### src/btov_pkg.sv
`default_nettype none
package btov_pkg;
  // Opcode fields of the 16-bit instruction word
  localparam logic [3:0] BIT_INVERT_NIB  = 4'h7;   // Top nibble of the bit toggle
  localparam logic [7:0] BRANCH_OVF_HI   = 8'he4;  // Upper byte of the overflow branch
  localparam int         OP_NIB_LSB      = 12;     // Top nibble position
  localparam int         BIT_IDX_LSB     = 9;      // Bit index field position
  localparam int         BANK_FLAG_POS   = 8;      // Bank flag position
  localparam int         OP_HI_LSB       = 8;      // Upper byte position
  localparam int         PC_W            = 21;     // Program counter width
  localparam int         ADDR_W          = 12;     // Data address width
  localparam logic [3:0] ACCESS_BANK_LO  = 4'h0;   // Bank for access addresses below split
  localparam logic [3:0] ACCESS_BANK_HI  = 4'hf;   // Bank for access addresses at or above split
  localparam logic [7:0] ACCESS_SPLIT    = 8'h80;  // First file address in upper access half

  // Quarter phases of one instruction cycle, Gray coded
  typedef enum logic [1:0] {
    BTOV_Q1 = 2'b00,
    BTOV_Q2 = 2'b01,
    BTOV_Q3 = 2'b11,
    BTOV_Q4 = 2'b10
  } btov_phase_t;

  // Data memory request carried as one bundle
  typedef struct packed {
    logic              rd;
    logic              wr;
    logic [ADDR_W-1:0] addr;
    logic [7:0]        wdata;
  } btov_dmem_t;
endpackage
`default_nettype wire

### src/btov_core.sv
// How it works
// - Toggle one indexed bit, write byte back
// - Toggle opcode is 0111 bbba ffff ffff
// - Bank flag 0 uses access bank
// - Bank flag 1 uses bank select
// - Toggle leaves status flags unchanged
// - Branch taken only when overflow set
// - Taken branch adds doubled signed offset
// - Target is address plus two plus 2n
// - One cycle untaken, two when taken
`timescale 1ns/10ps
`default_nettype none
module btov_core #(
  parameter int PC_W = btov_pkg::PC_W // Program counter width
) (
  // Clock and reset
  input  wire logic                  core_clk_i,
  input  wire logic                  rst_n_i,
  // Instruction from fetch
  input  wire logic [15:0]           instr_i,
  input  wire logic                  instr_vld_i,
  // Core state
  input  wire logic                  ovf_flag_i,
  input  wire logic [3:0]            bank_select_reg_i,
  // Data memory port
  output btov_pkg::btov_dmem_t       dmem_o,
  input  wire logic [7:0]            dmem_rdata_i,
  // Program counter
  output logic [PC_W-1:0]            pc_o,
  output logic                       pc_load_o,
  // Phase and status
  output btov_pkg::btov_phase_t      phase_o,
  output logic                       flush_o,
  output logic                       flags_we_o
);
  // Offset doubling needs room above bit 8
  if (PC_W < 10) begin : g_pc_w_chk
    $error("PC_W too small");
  end

  // Decoded fields
  logic       is_inv;
  logic       is_br;
  logic [2:0] bit_idx;
  logic       bank_flag;
  logic [7:0] file_a;
  logic [7:0] offset;

  btov_decode u_dec (
    .instr_i     (instr_i),
    .is_invert_o (is_inv),
    .is_branch_o (is_br),
    .bit_idx_o   (bit_idx),
    .bank_flag_o (bank_flag),
    .file_o      (file_a),
    .offset_o    (offset)
  );

  // Phase, latched instruction, PC and pipeline state
  btov_pkg::btov_phase_t phase_r, phase_nxt;
  logic [PC_W-1:0]       pc_r, pc_nxt;
  logic                  inv_r, br_r, flush_r, flush_nxt;
  logic [2:0]            idx_r;
  logic [btov_pkg::ADDR_W-1:0] addr_r;
  logic [7:0]            off_r;
  logic [7:0]            data_r, data_nxt;
  logic                  take_r;
  logic                  pc_load_r;
  btov_pkg::btov_dmem_t  dmem_r, dmem_nxt;

  // Access bank split: low half to bank 0, high half to the top bank
  function automatic logic [btov_pkg::ADDR_W-1:0] data_addr(
    input logic a, input logic [3:0] bank_sel, input logic [7:0] f);
    logic [3:0] bank;
    bank = (f >= btov_pkg::ACCESS_SPLIT) ? btov_pkg::ACCESS_BANK_HI
                                         : btov_pkg::ACCESS_BANK_LO;
    if (a) begin
      bank = bank_sel;
    end
    return {bank, f};
  endfunction

  // Sign extended, doubled offset
  function automatic logic [PC_W-1:0] rel_off(input logic [7:0] n);
    return {{(PC_W-9){n[7]}}, n, 1'b0};
  endfunction

  wire [btov_pkg::ADDR_W-1:0] addr_w = data_addr(bank_flag, bank_select_reg_i, file_a);
  // pc_r already points past the branch word, so target is PC+2+2n
  wire [PC_W-1:0] br_target = pc_r + rel_off(off_r);
  wire [7:0]      toggled   = data_r ^ (8'h01 << idx_r);
  wire            new_instr = (phase_r == btov_pkg::BTOV_Q1) && instr_vld_i && !flush_r;

  // Next phase: simple ring Q1..Q4
  always_comb begin
    unique case (phase_r)
      btov_pkg::BTOV_Q1: phase_nxt = btov_pkg::BTOV_Q2;
      btov_pkg::BTOV_Q2: phase_nxt = btov_pkg::BTOV_Q3;
      btov_pkg::BTOV_Q3: phase_nxt = btov_pkg::BTOV_Q4;
      btov_pkg::BTOV_Q4: phase_nxt = btov_pkg::BTOV_Q1;
    endcase
  end

  // Next values of data path, memory port, PC
  always_comb begin
    dmem_nxt  = '0;
    data_nxt  = data_r;
    pc_nxt    = pc_r;
    flush_nxt = flush_r;
    unique case (phase_r)
      btov_pkg::BTOV_Q1: begin
        // Fetch of the next word advances the PC by one word
        if (!flush_r) begin
          pc_nxt = pc_r + PC_W'(2);
        end
        flush_nxt = 1'b0; // Refill cycle ends here
      end
      btov_pkg::BTOV_Q2: begin
        if (inv_r) begin
          dmem_nxt.rd   = 1'b1;
          dmem_nxt.addr = addr_r;
        end
      end
      btov_pkg::BTOV_Q3: begin
        if (inv_r) begin
          data_nxt = dmem_rdata_i;
        end
      end
      btov_pkg::BTOV_Q4: begin
        if (inv_r) begin
          dmem_nxt.wr    = 1'b1;
          dmem_nxt.addr  = addr_r;
          dmem_nxt.wdata = toggled;
        end
        if (br_r && take_r) begin
          pc_nxt    = br_target;
          flush_nxt = 1'b1;
        end
      end
    endcase
  end

  // Phase and pipeline registers
  always_ff @(posedge core_clk_i) begin
    if (!rst_n_i) begin
      phase_r   <= btov_pkg::BTOV_Q1;
      pc_r      <= '0;
      flush_r   <= 1'b0;
      data_r    <= 8'h00;
      dmem_r    <= '0;
      pc_load_r <= 1'b0;
    end else begin
      phase_r   <= phase_nxt;
      pc_r      <= pc_nxt;
      flush_r   <= flush_nxt;
      data_r    <= data_nxt;
      dmem_r    <= dmem_nxt;
      pc_load_r <= (phase_r == btov_pkg::BTOV_Q4) && br_r && take_r;
    end
  end

  // Instruction latch at Q1 decode; flushed cycle carries nothing
  always_ff @(posedge core_clk_i) begin
    if (!rst_n_i) begin
      inv_r  <= 1'b0;
      br_r   <= 1'b0;
      take_r <= 1'b0;
      idx_r  <= 3'h0;
      addr_r <= '0;
      off_r  <= 8'h00;
    end else if (phase_r == btov_pkg::BTOV_Q1) begin
      inv_r  <= new_instr && is_inv;
      br_r   <= new_instr && is_br;
      take_r <= ovf_flag_i;
      idx_r  <= bit_idx;
      addr_r <= addr_w;
      off_r  <= offset;
    end
  end

  // Outputs
  assign dmem_o     = dmem_r;
  assign pc_o       = pc_r;
  assign pc_load_o  = pc_load_r;
  assign phase_o    = phase_r;
  assign flush_o    = flush_r;
  assign flags_we_o = 1'b0;

  // Assertions
  phase_ring_a: assert property (@(posedge core_clk_i) disable iff (!rst_n_i)
    phase_r == btov_pkg::BTOV_Q1 |=> phase_r == btov_pkg::BTOV_Q2 ##1
    phase_r == btov_pkg::BTOV_Q3 ##1 phase_r == btov_pkg::BTOV_Q4)
    else $error("phase ring broken");
  toggle_write_a: assert property (@(posedge core_clk_i) disable iff (!rst_n_i)
    phase_r == btov_pkg::BTOV_Q4 && inv_r |=>
    dmem_o.wr && dmem_o.wdata == ($past(data_r) ^ (8'h01 << $past(idx_r))))
    else $error("toggle write wrong");
  one_bit_a: assert property (@(posedge core_clk_i) disable iff (!rst_n_i)
    dmem_o.wr |-> $countones(dmem_o.wdata ^ data_r) == 1)
    else $error("more than one bit changed");
  read_q2_a: assert property (@(posedge core_clk_i) disable iff (!rst_n_i)
    dmem_o.rd |-> phase_r == btov_pkg::BTOV_Q3 ##1 phase_r == btov_pkg::BTOV_Q4 ##1 dmem_o.wr)
    else $error("read not followed by write");
  access_bank_a: assert property (@(posedge core_clk_i) disable iff (!rst_n_i)
    new_instr && is_inv && !bank_flag |=> addr_r[btov_pkg::ADDR_W-1:8] ==
    (($past(file_a) < btov_pkg::ACCESS_SPLIT) ? btov_pkg::ACCESS_BANK_LO
                                              : btov_pkg::ACCESS_BANK_HI))
    else $error("access bank not used");
  sel_bank_a: assert property (@(posedge core_clk_i) disable iff (!rst_n_i)
    new_instr && is_inv && bank_flag |=>
    addr_r[btov_pkg::ADDR_W-1:8] == $past(bank_select_reg_i))
    else $error("bank select not used");
  no_flags_a: assert property (@(posedge core_clk_i) disable iff (!rst_n_i)
    !flags_we_o) else $error("flags written");
  not_taken_a: assert property (@(posedge core_clk_i) disable iff (!rst_n_i)
    new_instr && is_br && !ovf_flag_i |-> ##4 !pc_load_o [*4])
    else $error("branch taken without overflow");
  target_a: assert property (@(posedge core_clk_i) disable iff (!rst_n_i)
    new_instr && is_br && ovf_flag_i |-> ##4 pc_load_o &&
    pc_o == $past(pc_r, 4) + PC_W'(2) + rel_off($past(offset, 4)))
    else $error("branch target wrong");
  refill_a: assert property (@(posedge core_clk_i) disable iff (!rst_n_i)
    pc_load_o |-> flush_o && phase_r == btov_pkg::BTOV_Q1 ##1 !inv_r && !br_r)
    else $error("taken branch did not refill");

  cov_toggle_c: cover property (@(posedge core_clk_i) disable iff (!rst_n_i) dmem_o.wr);
  cov_taken_c: cover property (@(posedge core_clk_i) disable iff (!rst_n_i) pc_load_o);
  cov_untaken_c: cover property (@(posedge core_clk_i) disable iff (!rst_n_i)
    new_instr && is_br && !ovf_flag_i);
endmodule
`default_nettype wire

### src/btov_decode.sv
`timescale 1ns/10ps
`default_nettype none
// Pure opcode decoder for the two instructions
module btov_decode (
  // Instruction word
  input  wire logic [15:0] instr_i,
  // Decoded fields
  output logic             is_invert_o,
  output logic             is_branch_o,
  output logic [2:0]       bit_idx_o,
  output logic             bank_flag_o,
  output logic [7:0]       file_o,
  output logic [7:0]       offset_o
);
  // Nibble 0111 selects the bit toggle
  assign is_invert_o = instr_i[15:btov_pkg::OP_NIB_LSB] == btov_pkg::BIT_INVERT_NIB;
  // Upper byte 1110 0100 selects the overflow branch
  assign is_branch_o = instr_i[15:btov_pkg::OP_HI_LSB] == btov_pkg::BRANCH_OVF_HI;
  assign bit_idx_o   = instr_i[btov_pkg::OP_NIB_LSB-1:btov_pkg::BIT_IDX_LSB];
  assign bank_flag_o = instr_i[btov_pkg::BANK_FLAG_POS];
  assign file_o      = instr_i[7:0];
  assign offset_o    = instr_i[7:0];
endmodule
`default_nettype wire

### config.mk
export PLATFORM = sky130hd
export DESIGN_NAME = btov_core
export DESIGN_NICKNAME = d
export VERILOG_FILES = /design/src/btov_pkg.sv /design/src/btov_core.sv /design/src/btov_decode.sv
export SDC_FILE = /design/constraint.sdc
export NUM_CORES = 1
export LEC_CHECK = 0
export BUFFER_PORTS_ARGS = -buffer_cell sky130_fd_sc_hd__buf_2
export CAP_MARGIN = 20
export CORE_MARGIN = 8
export CORE_UTILIZATION = 54
export DETAILED_ROUTE_END_ITERATION = 10
export PLACE_DENSITY = 0.8
export SETUP_SLACK_MARGIN = 0.02
export SYNTH_ARGS = -nofsm -noshare
export SYNTH_HDL_FRONTEND = slang
export SYNTH_SLANG_ARGS = --single-unit
### constraint.sdc
create_clock -name core_clk_i -period 3.6 [get_ports core_clk_i]
set_input_delay 0.9 -clock core_clk_i [delete_from_list [all_inputs] [get_ports core_clk_i]]
set_output_delay 0.9 -clock core_clk_i [all_outputs]
set_load 0.01 [all_outputs]
==> metrics.yaml <==
status: "completed"
drv_slew: 0
ys_ff_latch: 72
io_pins: 80
antenna_found_initial: 0
post-route-period-util_pct: 81.86
grt_pass1_wl_um: 14930
wl_per_cell_um: 15.95
finalClockSkew_ns: 0.009261
drt_wl_total_um: 8758
firstDrtPassIters: 5
cts-buffers-inserted: 9
crit_path_end_kind: "flip-flop"
cts_tree: "built"
cp_slowest_cell: "fa_1"
grt_pass1_vias: 3082
detailed_place_hpwl_um: 6535
tightest_slew_ns: 0.7465
critical_path_class: "reg2reg"
finalHoldViolCount: 0
routabilityCongestion: 0.9019
cts.sinks: 72
dieArea_mm2: 0.009363
p_per_area_mw_per_mm2: 411.0
cts_hold_buf: 0
yosysMostFrequentCell: "dfxtp_1"
cts.clk_slew.worst_paths_ns: 0.08
initial_core_util_pct: 55.79
grt_max_degree: 25
synth_commonest_cells: "72 x dfxtp_1, 45 x nor2_1, 35 x nand2_1"
clk_latency_ns: 0.35
ys.flop_type: "dfxtp_1"
synthTopCellsByArea: "dfxtp_1 41%, a21oi_1 4.8%, nor2_1 4.8%, mux2i_1 4.3%, ha_1 3.9%"
hold_slack_ns: 0.4485
yosys.area.top_type_share_pct: 40.92
startpoint: "phase_o[0]$_SDFF_PN0_"
synth_edf_count: 0
cts_max_level: 3
finalCriticalPeriod_ns: 2.947
r2r_cells: 11
avgSynthCellArea_um2: 8.783
crit_buf_inv: 1
place_ws_ns: 0.7397
route.detailed.drc: 0
crit_path_frequent_cell: "ha_1"
drtIter0Drc: 185
layout.nets: 511
cp_slowest_stage_delay_ns: 0.42
async_flop_share_pct: 0
critPathLaunchType: "flip-flop"
rr_endpoint: "pc_o[19]$_SDFFE_PN0P_"
fmax_mhz: 339.3
rows: 29
cap_violations: 0
clockRootBuffer: "clkbuf_8"
fp.dieW_um: 96.76
power.leakage_uw: 0.001761
clockBufferDepth: 2
path_delay_family: "compound AO/OA/AOI/OAI gates"
track_usage_pct: 19.01
path_cells: "inv_1 -> ha_1 -> nand2b_1 -> ha_1 -> fa_1 -> a21oi_1 -> o211a_1 -> o21ai_0 -> a32oi_1 -> or3_1 -> o211ai_1"
synth_cell_types: 62
portBuffers: 77
required_ns: 3.83
finalCoreUtilization_pct: 64.61
ant_nets: 0
syn-cell-area_mm2: 0.003522
via_per_inst: 5.658
core_mm2: 0.006314
peakVddDrop_mv: 0.2835
syn_inst: 401
finalSetupTns_ns: 0
antenna_cells: 0
area_growth_pct: 15.81
cts_resized: 0
slew-limit-headroom_pct: 50.18
totalPowerFinal_uw: 1677
yosysWarningCount: 0
drive_gt1_share_pct: 23.94
die_y_um: 96.76
r2r_start: "phase_o[0]$_SDFF_PN0_"
rsz0062_at_grt: "no"
setup_viol: 0
seq_area_frac_synth_pct: 40.92
vias: 3106
critPathCapture: "pc_o[19]$_SDFFE_PN0P_"
path_max_fanout: 12
hold_path_class: "reg2reg"
crit_cells: 11
grt-ovfl-total: 0
yosysTopAreaCell: "dfxtp_1"
worst_slack_ns: 0.6529
arrival_ns: 3.18
cts_setup_buffers: 0
rrSetupSlack_ns: 0.65
-- state kept, by name, summed over array words and instances (netlist names) --
signal     cells
dmem_o        22
pc_o          20
addr_r        12
data_r         8
idx_r          3
phase_o        2
br_r           1
flush_o        1
inv_r          1
pc_load_o      1
take_r         1
-- layout by cell type (no fill, tap or decap), drive strengths merged, types with 4 or more instances in the layout --
cell type	netlist	layout
a21oi	36	36
and2	22	22
buf	10	79
clkbuf	14	10
dfxtp	72	72
ha	11	11
inv	7	9
mux2i	15	15
nand2	37	37
nand2b	4	4
nand3	18	18
nand4	8	8
nor2	45	45
nor3	7	7
nor3b	5	5
o211ai	5	5
o21ai	17	17
or3	4	4
xnor2	13	13
xor2	7	7
-- through the flow --
step | instance area (µm²) | std cells
global route | 4079 | 549
global placement | 3884 | 533
detailed placement | 3884 | 533
CTS | 4079 | 549
finish | 4079 | 549
floorplan | 3526 | 402
-- cell type report --
type | count | area (µm²)
Tap cell | 77 | 96.34
Multi-Input combinational cell | 298 | 1919
Clock buffer | 10 | 127.6
Clock inverter | 6 | 67.56
Fill cell | 563 | 2235
Timing Repair Buffer | 79 | 400.4
Sequential cell | 72 | 1441
Inverter | 7 | 26.28
-- cell families (layout without fill, tap and decap cells) --
logic type | count (synthesis) | count (layout) | synth area share, %
DFF | 72 | 72 | 40.92
and+or+nand+nor | 167 | 167 | 24.51
buffers and inverters | 32 | 102 | 4.689
muxes | 15 | 15 | 4.263
other | 1 | 2 | 0.1065
adders and majority gates | 12 | 12 | 4.476
AOI/OAI and AO/OA | 82 | 82 | 16.06
xor gates and xnor gates | 20 | 20 | 4.973
-- layer usage --
layer | routed length, µm | vias up | track usage [%]
met5 | 0 | - | 0
met1 | 4013 | 1444 | 23.99
li1 | - | 1538 | -
met2 | 3974 | 111 | 28.96
met4 | 127 | 0 | 8.047
met3 | 643 | 13 | 6.117
-- worst min path at each step --
stage / start / end / slack [ns] / depth (start not counted)
after CTS: addr_r[8]$_SDFFE_PN0P_ / dmem_o[16]$_SDFF_PN0_ / 0.45 / 1
after global routing: addr_r[9]$_SDFFE_PN0P_ / dmem_o[17]$_SDFF_PN0_ / 0.47 / 1
after global placement: addr_r[9]$_SDFFE_PN0P_ / dmem_o[17]$_SDFF_PN0_ / 0.43 / 1
after detailed placement: addr_r[10]$_SDFFE_PN0P_ / dmem_o[18]$_SDFF_PN0_ / 0.44 / 1
final: addr_r[8]$_SDFFE_PN0P_ / dmem_o[16]$_SDFF_PN0_ / 0.45 / 1
after floorplan: addr_r[8]$_SDFFE_PN0P_ / dmem_o[16]$_SDFF_PN0_ / 0.42 / 1
-- power breakdown --
group	internal (µW)	total [µW]	leakage, µW	switching [µW]
Clock	324	643	0.0000933	319
Sequential	823	850	0.000585	27.4
Combinational	76.7	184	0.00108	107
Note: power is estimated with default switching activity, not from simulation.
